File: src/core/csf_defines.svh
// Address, field position and bus constants of the CPU status word block
`ifndef CSF_DEFINES_SVH
`define CSF_DEFINES_SVH

// ****************************************************************
// Register map
// ****************************************************************
`define CSF_ADR_W 12
`define CSF_STATUS_OFFSET 12'h0fc
`define CSF_STATUS_W 8

// ****************************************************************
// Status word field positions
// ****************************************************************
`define CSF_BIT_CARRY 7
`define CSF_BIT_ZERO 6
`define CSF_BIT_SIGN 5
`define CSF_BIT_OVFL 4
`define CSF_BIT_DECADJ 3
`define CSF_BIT_HALF 2
`define CSF_BIT_USER_ONE 1
`define CSF_BIT_USER_TWO 0

// ****************************************************************
// Flag update masks, one bit per status word field
// ****************************************************************
`define CSF_MASK_ARITH 8'hfc
`define CSF_MASK_LOGIC 8'h70
`define CSF_MASK_ROT 8'he0
`define CSF_MASK_NONE 8'h00

`endif

File: src/core/csf_pkg.sv
// Types shared by the CPU status word block
package csf_pkg;

	// ****************************************************************
	// Operations of the flag calculator; all but NOP update the status word
	// ****************************************************************
	typedef enum logic [2:0] {
		CSF_OP_ADD = 3'h0,
		CSF_OP_ADC = 3'h1,
		CSF_OP_SUB = 3'h2,
		CSF_OP_SBC = 3'h3,
		CSF_OP_LOGIC = 3'h4,
		CSF_OP_RLC = 3'h5,
		CSF_OP_RRC = 3'h6,
		CSF_OP_NOP = 3'h7
	} csf_op_t;

	// ****************************************************************
	// Condition field of conditional jumps
	// ****************************************************************
	typedef enum logic [3:0] {
		CSF_CC_NEVER = 4'h0,
		CSF_CC_SIGNED_BELOW = 4'h1,
		CSF_CC_SIGNED_AT_MOST = 4'h2,
		CSF_CC_UNSIGNED_AT_MOST = 4'h3,
		CSF_CC_ARITH_WRAP_TRUE = 4'h4,
		CSF_CC_NEGATIVE_RESULT = 4'h5,
		CSF_CC_OPERANDS_SAME = 4'h6,
		CSF_CC_UNSIGNED_BELOW = 4'h7,
		CSF_CC_ALWAYS = 4'h8,
		CSF_CC_SIGNED_AT_LEAST = 4'h9,
		CSF_CC_SIGNED_ABOVE = 4'ha,
		CSF_CC_UNSIGNED_ABOVE = 4'hb,
		CSF_CC_NO_ARITH_WRAP = 4'hc,
		CSF_CC_NONNEGATIVE_RESULT = 4'hd,
		CSF_CC_OPERANDS_DIFFER = 4'he,
		CSF_CC_UNSIGNED_AT_LEAST = 4'hf
	} csf_cc_t;

	// ****************************************************************
	// Idle-or-busy handshake state of the bus slave
	// ****************************************************************
	typedef enum logic [1:0] {
		CSF_BUS_IDLE = 2'b01,
		CSF_BUS_ACK = 2'b10
	} csf_bus_state_t;

endpackage

File: src/core/csf_alu_if.sv
// Carrier between the status word core and its flag calculator
`timescale 1ns/1ps
interface csf_alu_if;
	csf_pkg::csf_op_t op;
	logic [7:0] opA;
	logic [7:0] opB;
	logic carryIn;
	logic [7:0] result;
	logic [7:0] newFlags;
	logic [7:0] updMask;

	modport calc (input op, input opA, input opB, input carryIn,
		output result, output newFlags, output updMask);
	modport core (output op, output opA, output opB, output carryIn,
		input result, input newFlags, input updMask);
endinterface

File: src/core/csf_status_word.sv
// CPU status word register with flag update and jump condition test
//
// Added by the designer: register access over Wishbone.
`timescale 1ns/1ps
`include "csf_defines.svh"
// Behaviour
// - Status word is 8-bit read/write register at byte address 0FCh.
// - Carry bit 7 set on carry out of or borrow into bit 7.
// - Rotates shift carry in and catch the shifted-out bit in carry.
// - Zero bit 6 set when the result is zero, cleared otherwise.
// - Sign bit 5 takes the result's top bit after result-producing operations.
// - Overflow bit 4 set when signed result leaves the 8-bit range.
// - Decimal-adjust bit 3 records add (0) versus subtract (1).
// - Half-carry bit 2 set on carry out of or borrow into bit 3.
// - User bits 1 and 0 change only by software writes.
// - A 4-bit condition field selects one of sixteen flag tests.
// - Jump taken only if the test holds; 0000 never, 1000 always.
// - Code 0001 is sign XOR overflow; 1001 is its inverse.
// - Code 0010 is zero OR (sign XOR overflow); 1010 its inverse.
// - Code 0011 is carry OR zero; 1011 is both clear.
// - Codes 0100-0111 test overflow, sign, zero, carry set; 1100-1111 clear.
module csf_status_word (
	input wire logic clk,
	input wire logic rst_n,
	input wire logic [`CSF_ADR_W-1:0] wb_adr_i,
	input wire logic [31:0] wb_dat_i,
	output logic [31:0] wb_dat_o,
	input wire logic wb_we_i,
	input wire logic [3:0] wb_sel_i,
	input wire logic wb_cyc_i,
	input wire logic wb_stb_i,
	output logic wb_ack_o,
	input wire logic aluValid,
	input wire csf_pkg::csf_op_t aluOp,
	input wire logic [7:0] aluA,
	input wire logic [7:0] aluB,
	output logic [7:0] aluResult,
	input wire logic ccValid,
	input wire csf_pkg::csf_cc_t ccCode,
	output logic jumpValid,
	output logic jumpTaken,
	output logic [7:0] flagsOut
);

	// ****************************************************************
	// Declarations
	// ****************************************************************
	csf_alu_if alu ();
	csf_pkg::csf_bus_state_t bus_reg;
	csf_pkg::csf_bus_state_t bus_next;
	logic [31:0] rdata_reg;
	logic [31:0] rdata_next;
	logic [7:0] flags_reg;
	logic [7:0] flags_next;
	logic [7:0] result_reg;
	logic [7:0] result_next;
	logic jumpValid_reg;
	logic jumpValid_next;
	logic jumpTaken_reg;
	logic jumpTaken_next;
	logic condTrue;
	logic busReq;
	logic hitStatus;
	logic swWrite;

	// ****************************************************************
	// Flag calculation and condition test
	// ****************************************************************

	// Operands come straight from the ports, carry from the current status word
	assign alu.op = aluOp;
	assign alu.opA = aluA;
	assign alu.opB = aluB;
	assign alu.carryIn = flags_reg[`CSF_BIT_CARRY];

	csf_flag_calc u_calc (
		.alu(alu.calc)
	);

	csf_cond_eval u_cond (
		.flags(flags_reg),
		.code(ccCode),
		.taken(condTrue)
	);

	// ****************************************************************
	// Wishbone slave
	// ****************************************************************

	// One-wait answer: ack rises the edge after the request and drops next
	assign busReq = wb_cyc_i && wb_stb_i && (bus_reg == csf_pkg::CSF_BUS_IDLE);
	assign hitStatus = (wb_adr_i == `CSF_STATUS_OFFSET);
	assign swWrite = busReq && wb_we_i && hitStatus && wb_sel_i[0];

	// Handshake state and read data
	always_comb begin
		bus_next = csf_pkg::CSF_BUS_IDLE;
		rdata_next = rdata_reg;
		case (bus_reg)
			csf_pkg::CSF_BUS_IDLE: begin
				if (busReq) begin
					bus_next = csf_pkg::CSF_BUS_ACK;
					// Unmapped reads answer zero; bits above the byte read zero
					rdata_next = hitStatus ? {24'h000000, flags_reg} : 32'h00000000;
				end
			end
			csf_pkg::CSF_BUS_ACK: begin
				bus_next = csf_pkg::CSF_BUS_IDLE;
			end
			default: begin
				bus_next = csf_pkg::CSF_BUS_IDLE;
			end
		endcase
	end

	// Bus registers
	always_ff @(posedge clk or negedge rst_n) begin
		if (!rst_n) begin
			bus_reg <= csf_pkg::CSF_BUS_IDLE;
			rdata_reg <= 32'h00000000;
		end else begin
			bus_reg <= bus_next;
			rdata_reg <= rdata_next;
		end
	end

	assign wb_ack_o = bus_reg[1]; // One-hot code: this bit is the ack state flop
	assign wb_dat_o = rdata_reg;

	// ****************************************************************
	// Status word
	// ****************************************************************

	// Software write wins over an operation in the same cycle
	always_comb begin
		flags_next = flags_reg;
		result_next = result_reg;
		if (swWrite) begin
			flags_next = wb_dat_i[7:0];
		end else if (aluValid) begin
			// Masked merge keeps the user bits out of reach of results
			flags_next = (alu.newFlags & alu.updMask) |
				(flags_reg & ~alu.updMask);
		end
		if (aluValid) begin
			result_next = alu.result;
		end
	end

	// No reset on the status word: contents stay unknown until written
	always_ff @(posedge clk) begin
		flags_reg <= flags_next;
	end

	// Result register
	always_ff @(posedge clk or negedge rst_n) begin
		if (!rst_n) begin
			result_reg <= 8'h00;
		end else begin
			result_reg <= result_next;
		end
	end

	assign aluResult = result_reg;
	assign flagsOut = flags_reg;

	// ****************************************************************
	// Conditional jump answer
	// ****************************************************************

	// Tested against the flags held at the request edge
	always_comb begin
		jumpValid_next = ccValid;
		jumpTaken_next = ccValid && condTrue;
	end

	// Jump answer registers
	always_ff @(posedge clk or negedge rst_n) begin
		if (!rst_n) begin
			jumpValid_reg <= 1'b0;
			jumpTaken_reg <= 1'b0;
		end else begin
			jumpValid_reg <= jumpValid_next;
			jumpTaken_reg <= jumpTaken_next;
		end
	end

	assign jumpValid = jumpValid_reg;
	assign jumpTaken = jumpTaken_reg;

	// ****************************************************************
	// Assertion helper
	// ****************************************************************
	logic flagsKnown_reg;
	logic flagsKnown_next;

	// Set once software has written the whole word; before that checks would see unknowns
	always_comb begin
		flagsKnown_next = flagsKnown_reg || swWrite;
	end

	// Cleared by reset on purpose, although the status word itself keeps its value
	always_ff @(posedge clk or negedge rst_n) begin
		if (!rst_n) begin
			flagsKnown_reg <= 1'b0;
		end else begin
			flagsKnown_reg <= flagsKnown_next;
		end
	end

	// ****************************************************************
	// Assertions
	// ****************************************************************

	a_bus_write_lands: assert property (@(posedge clk) disable iff (!rst_n)
		swWrite |=> wb_ack_o && flagsOut == $past(wb_dat_i[7:0]))
		else $error("status word write not stored");

	a_bus_ack_pulse: assert property (@(posedge clk) disable iff (!rst_n)
		(wb_cyc_i && wb_stb_i && !wb_ack_o) |=> wb_ack_o ##1 !wb_ack_o)
		else $error("bus ack not a single cycle");

	a_add_carry_out: assert property (@(posedge clk) disable iff (!rst_n)
		(aluValid && !swWrite && aluOp == csf_pkg::CSF_OP_ADD) |=>
		flagsOut[7] == (({1'b0, $past(aluA)} + {1'b0, $past(aluB)}) > 9'h0ff))
		else $error("carry wrong after add");

	a_rot_through_carry: assert property (@(posedge clk) disable iff (!rst_n)
		(aluValid && !swWrite && aluOp == csf_pkg::CSF_OP_RLC) |=>
		flagsOut[7] == $past(aluA[7]) && aluResult[0] == $past(flagsOut[7]))
		else $error("rotate left through carry wrong");

	a_zero_sign_track: assert property (@(posedge clk) disable iff (!rst_n)
		(aluValid && !swWrite && aluOp != csf_pkg::CSF_OP_NOP) |=>
		flagsOut[6] == (aluResult == 8'h00) && flagsOut[5] == aluResult[7])
		else $error("zero or sign flag disagrees with result");

	a_sub_overflow: assert property (@(posedge clk) disable iff (!rst_n)
		(aluValid && !swWrite && aluOp == csf_pkg::CSF_OP_SUB) |=>
		flagsOut[4] == (($signed({$past(aluA[7]), $past(aluA)}) -
		$signed({$past(aluB[7]), $past(aluB)})) > 9'sd127 ||
		($signed({$past(aluA[7]), $past(aluA)}) -
		$signed({$past(aluB[7]), $past(aluB)})) < -9'sd128))
		else $error("overflow wrong after subtract");

	a_decadj_subtract: assert property (@(posedge clk) disable iff (!rst_n)
		(aluValid && !swWrite && aluOp == csf_pkg::CSF_OP_SBC) |=> flagsOut[3])
		else $error("decimal-adjust flag not set by subtract");

	a_half_carry_add: assert property (@(posedge clk) disable iff (!rst_n)
		(aluValid && !swWrite && aluOp == csf_pkg::CSF_OP_ADD) |=>
		flagsOut[2] == (({1'b0, $past(aluA[3:0])} + {1'b0, $past(aluB[3:0])}) > 5'h0f))
		else $error("half carry wrong after add");

	a_user_bits_kept: assert property (@(posedge clk) disable iff (!rst_n)
		(flagsKnown_reg && !swWrite) |=> flagsOut[1:0] == $past(flagsOut[1:0]))
		else $error("user bits changed without a write");

	a_cc_never_always: assert property (@(posedge clk) disable iff (!rst_n)
		(ccValid && ccCode[2:0] == 3'h0) |=> jumpValid && jumpTaken == $past(ccCode[3]))
		else $error("never or always code misbehaves");

	a_cc_signed_below: assert property (@(posedge clk) disable iff (!rst_n)
		(ccValid && ccCode == csf_pkg::CSF_CC_SIGNED_BELOW) |=>
		jumpTaken == ($past(flagsOut[5]) ^ $past(flagsOut[4])))
		else $error("signed below test wrong");

	a_cc_signed_above: assert property (@(posedge clk) disable iff (!rst_n)
		(ccValid && ccCode == csf_pkg::CSF_CC_SIGNED_ABOVE) |=>
		jumpTaken == !($past(flagsOut[6]) | ($past(flagsOut[5]) ^ $past(flagsOut[4]))))
		else $error("signed above test wrong");

	a_cc_unsigned_above: assert property (@(posedge clk) disable iff (!rst_n)
		(ccValid && ccCode == csf_pkg::CSF_CC_UNSIGNED_ABOVE) |=>
		jumpTaken == (!$past(flagsOut[7]) && !$past(flagsOut[6])))
		else $error("unsigned above test wrong");

	a_cc_carry_clear: assert property (@(posedge clk) disable iff (!rst_n)
		(ccValid && ccCode == csf_pkg::CSF_CC_UNSIGNED_AT_LEAST) |=>
		jumpTaken == !$past(flagsOut[7]))
		else $error("carry clear test wrong");

	a_read_returns_word: assert property (@(posedge clk) disable iff (!rst_n)
		(busReq && !wb_we_i && hitStatus) |=> wb_dat_o == {24'h000000, $past(flagsOut)})
		else $error("status word read data wrong");

	a_unmapped_read_zero: assert property (@(posedge clk) disable iff (!rst_n)
		(busReq && !hitStatus) |=> wb_dat_o == 32'h00000000)
		else $error("unmapped access returned nonzero data");

	a_sub_borrow_out: assert property (@(posedge clk) disable iff (!rst_n)
		(aluValid && !swWrite && aluOp == csf_pkg::CSF_OP_SUB) |=>
		flagsOut[7] == ($past(aluA) < $past(aluB)))
		else $error("carry wrong after subtract");

	a_rot_right_carry: assert property (@(posedge clk) disable iff (!rst_n)
		(aluValid && !swWrite && aluOp == csf_pkg::CSF_OP_RRC) |=>
		flagsOut[7] == $past(aluA[0]) && aluResult[7] == $past(flagsOut[7]))
		else $error("rotate right through carry wrong");

	a_logic_sign_ovfl: assert property (@(posedge clk) disable iff (!rst_n)
		(aluValid && !swWrite && aluOp == csf_pkg::CSF_OP_LOGIC) |=>
		flagsOut[5] == $past(aluA[7]) && !flagsOut[4])
		else $error("sign or overflow wrong after logic result");

	a_add_overflow: assert property (@(posedge clk) disable iff (!rst_n)
		(aluValid && !swWrite && aluOp == csf_pkg::CSF_OP_ADD) |=>
		flagsOut[4] == (($signed({$past(aluA[7]), $past(aluA)}) +
		$signed({$past(aluB[7]), $past(aluB)})) > 9'sd127 ||
		($signed({$past(aluA[7]), $past(aluA)}) +
		$signed({$past(aluB[7]), $past(aluB)})) < -9'sd128))
		else $error("overflow wrong after add");

	a_decadj_add: assert property (@(posedge clk) disable iff (!rst_n)
		(aluValid && !swWrite && (aluOp == csf_pkg::CSF_OP_ADD ||
		aluOp == csf_pkg::CSF_OP_ADC)) |=> !flagsOut[3])
		else $error("decimal-adjust flag not cleared by add");

	a_half_borrow_sub: assert property (@(posedge clk) disable iff (!rst_n)
		(aluValid && !swWrite && aluOp == csf_pkg::CSF_OP_SUB) |=>
		flagsOut[2] == ($past(aluA[3:0]) < $past(aluB[3:0])))
		else $error("half carry wrong after subtract");

	a_cc_signed_at_most: assert property (@(posedge clk) disable iff (!rst_n)
		(ccValid && ccCode == csf_pkg::CSF_CC_SIGNED_AT_MOST) |=>
		jumpTaken == ($past(flagsOut[6]) | ($past(flagsOut[5]) ^ $past(flagsOut[4]))))
		else $error("signed at most test wrong");

	a_cc_unsigned_at_most: assert property (@(posedge clk) disable iff (!rst_n)
		(ccValid && ccCode == csf_pkg::CSF_CC_UNSIGNED_AT_MOST) |=>
		jumpTaken == ($past(flagsOut[7]) | $past(flagsOut[6])))
		else $error("unsigned at most test wrong");

endmodule // csf_status_word

File: src/core/csf_flag_calc.sv
// Combinational result and flag calculation for one operation
`timescale 1ns/1ps
`include "csf_defines.svh"
module csf_flag_calc (
	csf_alu_if.calc alu
);
	logic [8:0] wide;
	logic [4:0] nib;
	logic ci;

	// Carry chain, nibble chain and per-field flags
	always_comb begin
		ci = 1'b0;
		wide = 9'h000;
		nib = 5'h00;
		alu.result = alu.opA;
		alu.newFlags = 8'h00;
		alu.updMask = `CSF_MASK_NONE;
		case (alu.op)
			csf_pkg::CSF_OP_ADD, csf_pkg::CSF_OP_ADC: begin
				ci = (alu.op == csf_pkg::CSF_OP_ADC) ? alu.carryIn : 1'b0;
				wide = {1'b0, alu.opA} + {1'b0, alu.opB} + {8'h00, ci};
				nib = {1'b0, alu.opA[3:0]} + {1'b0, alu.opB[3:0]} + {4'h0, ci};
				alu.result = wide[7:0];
				alu.newFlags[`CSF_BIT_CARRY] = wide[8];
				alu.newFlags[`CSF_BIT_OVFL] = (alu.opA[7] == alu.opB[7]) &&
					(wide[7] != alu.opA[7]);
				alu.newFlags[`CSF_BIT_DECADJ] = 1'b0;
				alu.newFlags[`CSF_BIT_HALF] = nib[4];
				alu.updMask = `CSF_MASK_ARITH;
			end
			csf_pkg::CSF_OP_SUB, csf_pkg::CSF_OP_SBC: begin
				ci = (alu.op == csf_pkg::CSF_OP_SBC) ? alu.carryIn : 1'b0;
				wide = {1'b0, alu.opA} - {1'b0, alu.opB} - {8'h00, ci};
				nib = {1'b0, alu.opA[3:0]} - {1'b0, alu.opB[3:0]} - {4'h0, ci};
				alu.result = wide[7:0];
				alu.newFlags[`CSF_BIT_CARRY] = wide[8];
				alu.newFlags[`CSF_BIT_OVFL] = (alu.opA[7] != alu.opB[7]) &&
					(wide[7] != alu.opA[7]);
				alu.newFlags[`CSF_BIT_DECADJ] = 1'b1;
				alu.newFlags[`CSF_BIT_HALF] = nib[4];
				alu.updMask = `CSF_MASK_ARITH;
			end
			csf_pkg::CSF_OP_LOGIC: begin
				// Logical result arrives ready-made on opA; overflow cleared
				alu.updMask = `CSF_MASK_LOGIC;
			end
			csf_pkg::CSF_OP_RLC: begin
				alu.result = {alu.opA[6:0], alu.carryIn};
				alu.newFlags[`CSF_BIT_CARRY] = alu.opA[7];
				alu.updMask = `CSF_MASK_ROT;
			end
			csf_pkg::CSF_OP_RRC: begin
				alu.result = {alu.carryIn, alu.opA[7:1]};
				alu.newFlags[`CSF_BIT_CARRY] = alu.opA[0];
				alu.updMask = `CSF_MASK_ROT;
			end
			default: begin
				alu.updMask = `CSF_MASK_NONE;
			end
		endcase
		alu.newFlags[`CSF_BIT_ZERO] = (alu.result == 8'h00);
		alu.newFlags[`CSF_BIT_SIGN] = alu.result[7];
	end
endmodule // csf_flag_calc

File: src/core/csf_cond_eval.sv
// Condition field decoder for conditional jumps
`timescale 1ns/1ps
`include "csf_defines.svh"
module csf_cond_eval (
	input wire logic [7:0] flags,
	input wire csf_pkg::csf_cc_t code,
	output logic taken
);
	logic c;
	logic z;
	logic s;
	logic v;
	logic test;

	// Low three bits pick a test; the top bit inverts it
	always_comb begin
		c = flags[`CSF_BIT_CARRY];
		z = flags[`CSF_BIT_ZERO];
		s = flags[`CSF_BIT_SIGN];
		v = flags[`CSF_BIT_OVFL];
		case (code[2:0])
			3'h0: test = 1'b0;
			3'h1: test = s ^ v;
			3'h2: test = z | (s ^ v);
			3'h3: test = c | z;
			3'h4: test = v;
			3'h5: test = s;
			3'h6: test = z;
			3'h7: test = c;
			default: test = 1'b0;
		endcase
		taken = test ^ code[3];
	end
endmodule // csf_cond_eval

File: config.mk
export PLATFORM = sky130hd
export DESIGN_NAME = csf_status_word
export DESIGN_NICKNAME = d
export VERILOG_FILES = /design/src/core/csf_pkg.sv /design/src/core/csf_alu_if.sv /design/src/core/csf_status_word.sv /design/src/core/csf_flag_calc.sv /design/src/core/csf_cond_eval.sv
export VERILOG_INCLUDE_DIRS = /design/src /design/src/core
export SDC_FILE = /design/constraint.sdc
export NUM_CORES = 1
export LEC_CHECK = 0
export ABC_AREA = 1
export BUFFER_PORTS_ARGS = -buffer_cell sky130_fd_sc_hd__buf_2
export CORE_MARGIN = 3
export CORE_UTILIZATION = 35
export DETAILED_ROUTE_END_ITERATION = 10
export PLACE_DENSITY = 0.63
export SETUP_SLACK_MARGIN = 0.02
export SYNTH_ARGS = -nofsm -noshare
export SYNTH_HDL_FRONTEND = slang
export SYNTH_SLANG_ARGS = --single-unit
File: constraint.sdc
create_clock -name clk -period 7.2 [get_ports clk]
set_input_delay 1.44 -clock clk [delete_from_list [all_inputs] [get_ports clk]]
set_output_delay 1.44 -clock clk [all_outputs]
set_load 0.01 [all_outputs]
==> summary.md <==
| Metric | Value |
|---|---|
| Status | `finished, final reports clean` |
| Clk root buf | `clkbuf_8` |
| Post-DRT Antenna Nets | `0` |
| Comb power frac | `36.6%` |
| Initial drt markers | `118` |
| Hold-fix buffers, CTS | `0` |
| Post-synth EDFFs | `8` |
| Post-synthesis average cell area | `6.784 µm²` |
| Clock Skew | `8.005 ps` |
| Nets | `586` |
| Hold Fails Final Rpt | `0` |
| DRT Pass-1 Iters | `4` |
| Worst Min Path Start | `wb_dat_o[5]` |
| Hold Path Stages | `2` |
| Filler cell count | `786` |
| Area Growth Syn to Fin | `15.65%` |
| Final setup fails | `0` |
| CP max stage delay | `670 ps` |
| TritonCTS Buffers | `3` |
| CP max stage cell | `nor2_1` |
| Yosys top cell by area | `dfrtp_1` |
| Placed Cells | `577` |
| Ant. Diodes | `0` |
| GP Congestion | `0.8844` |
| Die ar. | `9053 µm²` |
| Post-Syn Instances | `410` |
| Synth Flop Type | `dfrtp_1` |
| Most common cell after layout, fill and taps aside | `nand2_1` |
| Max-Cap Viols | `0` |
| DPL Wire Length | `5936 µm` |
| Routed wire per std cell | `12.03 µm` |
| Largest net degree at the start of global routing | `21` |
| Mapped Area | `2781 µm²` |
| Path depth of the worst reg2reg path | `13` |
| Final WL | `6990 µm` |
| Residual DRC count | `0` |
| Critical Path, Cell by Cell | `buf_2, inv_2, nor2_1, nand3_1, fa_1, fa_1, inv_1, nand2_1, a21oi_1, o21bai_1, nand2_1, nand3_1, nand3_1, nand2_1, nand4_1, nand2_1` |
| Most used cell, CP | `nand2_1` |
| Synth top area share | `17.09%` |
| Core Region | `7486 µm²` |
| CTS clock-pin slew for the worst setup and hold paths | `100 ps` |
| Fin cells | `581` |
| H-tree depth | `1` |
| Die H | `95.15 µm` |
| Yosys cell types | `37` |
| Total GRT Usage | `14.67%` |
| First-pass GRT wire length | `10670 µm` |
| Net Sw Frac | `34.63%` |
| Critical path class | `in2reg` |
| Routed vias | `2712` |
| TritonCTS clock tree | `built` |
| P_int | `0.3145 mW` |
| Tot Pwr | `0.4811 mW` |
| Commonest non-fill, non-tap cells in the layout | `113 x nand2_1, 77 x buf_2, 64 x inv_1` |
| Top cells by area, synth | `dfrtp_1 17%, nand2_1 15%, ha_1 9.4%, edfxtp_1 8.6%, inv_1 8.6%` |
| Synth Register Bits | `28` |
| Initial core utilization | `37.16%` |
| Hold path endpoint | `wb_dat_o[5]` |
| Relative slew slack | `40.46%` |
| Peak supply drop | `77.01 µV` |
| Die Wd | `95.15 µm` |
| Sum Neg Setup Slack | `0 ps` |
| Post-route minimum period | `4296 ps` |
| RSZ-0062 raised after global routing | `false` |
| I/O pin count | `129` |
| Clk buf depth | `2` |
| Std-Cell Rows | `31` |
| Clock Latency Late Sink | `270 ps` |
| Slew Viols, Final | `0` |
| Initial antenna violation count | `0` |
| P_sw | `0.1666 mW` |
| Port Buffers | `77` |
| Crit end category | `flop` |
| CTS-repair resized insts | `0` |
| Static leakage | `1.789 nW` |
| FFs w/ async S/R, synth | `71.43%` |
| Crit share post-route | `59.66%` |
| Reg2reg setup slack | `4420 ps` |
| Worst-margin pin slew | `889.8 ps` |
| Required time worst endpoint | `7240 ps` |
| Worst endpoint data arrival time | `4330 ps` |
| Hold crit path type | `reg2reg` |
| Vias in the first global route | `2311` |
| Sequential fraction of design power | `38.3%` |
| Total gr overflow | `0` |
| Share of cells above drive strength 1 | `20.12%` |
| PwrDens | `149.5 nW/µm²` |
| Post-CTS setup buffer count | `0` |
| Clock sink count | `28` |
| Drt via density | `4.668` |
| Share of the yosys chip area belonging to registers | `26.68%` |
| CP Max Fanout | `13` |
| F_max | `0.2328 GHz` |
| YS warnings | `0` |
| Startpoint Class | `primary input` |
| Clock power frac | `25.1%` |
[critical path, delay by kind of cell]
family          cells  cell delay (ps)
compound gates      2              330
simple gates        9             1400
buf+inv             3              280
fa+ha+maj           2              880
[worst max path at each step]
stage | from | endpoint | slack [ps] | depth (start not counted)
finish | aluOp[1] | flop | 2900 | 16
global route | aluOp[1] | flop | 2660 | 17
CTS | aluOp[1] | flop | 2900 | 16
detailed placement | aluOp[1] | flop | 2540 | 16
global placement | aluOp[1] | flop | 2570 | 16
floorplan | aluOp[2] | flop | 3400 | 17
[synth_stat cells, types with 3 or more instances]
cell type and instances:
a21oi_1 13, dfrtp_1 19, ha_1 21, buf_4 25, o21bai_1 4, nand2_1 113, inv_1 64, nor2_1 22
edfxtp_1 8, o21ai_0 31, clkbuf_1 3, a31oi_1 3, nand3_1 33, nor2_2 4, nand4_1 14, fa_1 4
nand2_2 4, inv_2 3
[power by group through the flow]
stage	clock [mW]	sequential [mW]	combinational (mW)
after global routing	0.129	0.185	0.201
after floorplan	0	0.191	0.125
after CTS	0.123	0.184	0.176
after global placement	0	0.187	0.172
final	0.121	0.184	0.176
after detailed placement	0	0.187	0.175
[cell type report]
| type | instances | area (µm²) | share of cell area [%] |
|---|---|---|---|
| clock buffer | 3 | 41.29 | 1.284 |
| clock inverter | 1 | 30.03 | 0.9335 |
| inverter | 68 | 255.2 | 7.935 |
| multi-input combinational | 305 | 1639 | 50.95 |
| sequential | 28 | 742.0 | 23.06 |
| tap | 99 | 123.9 | 3.851 |
| timing repair buffer | 77 | 385.4 | 11.98 |
[cell families after synthesis]
family,count (synthesis),synth area share [%]
AO/OA/AOI/OAI,59,12.15
adder cells (fa/ha/maj),25,12.33
flip-flops,28,26.68
buffers and inverters,100,17.50
AND/OR/NAND/NOR,197,31.22
other,1,0.1348
[layer usage]
metal	up-vias	track usage, %	routed length, µm
met1	1209	18.98	3077
li1	1422	-	-
met5	-	0	0
met4	0	3.245	68
met3	8	1.263	475
met2	73	26.41	3369
[stage by stage]
step           cell area, µm²  hold WS, ps  setup slack, ps  utilization (%)
2_1_floorplan            2868        515.4             3400                -
3_3_place_gp             3146        460.5             2573            42.02
3_5_place_dp             3146        464.0             2545            42.02
4_1_cts                  3217        487.7             2902            42.97
5_1_grt                  3217        506.9             2665            42.97
6_report                 3217        488.5             2904            42.97
Power figures use the tool's default switching activity.
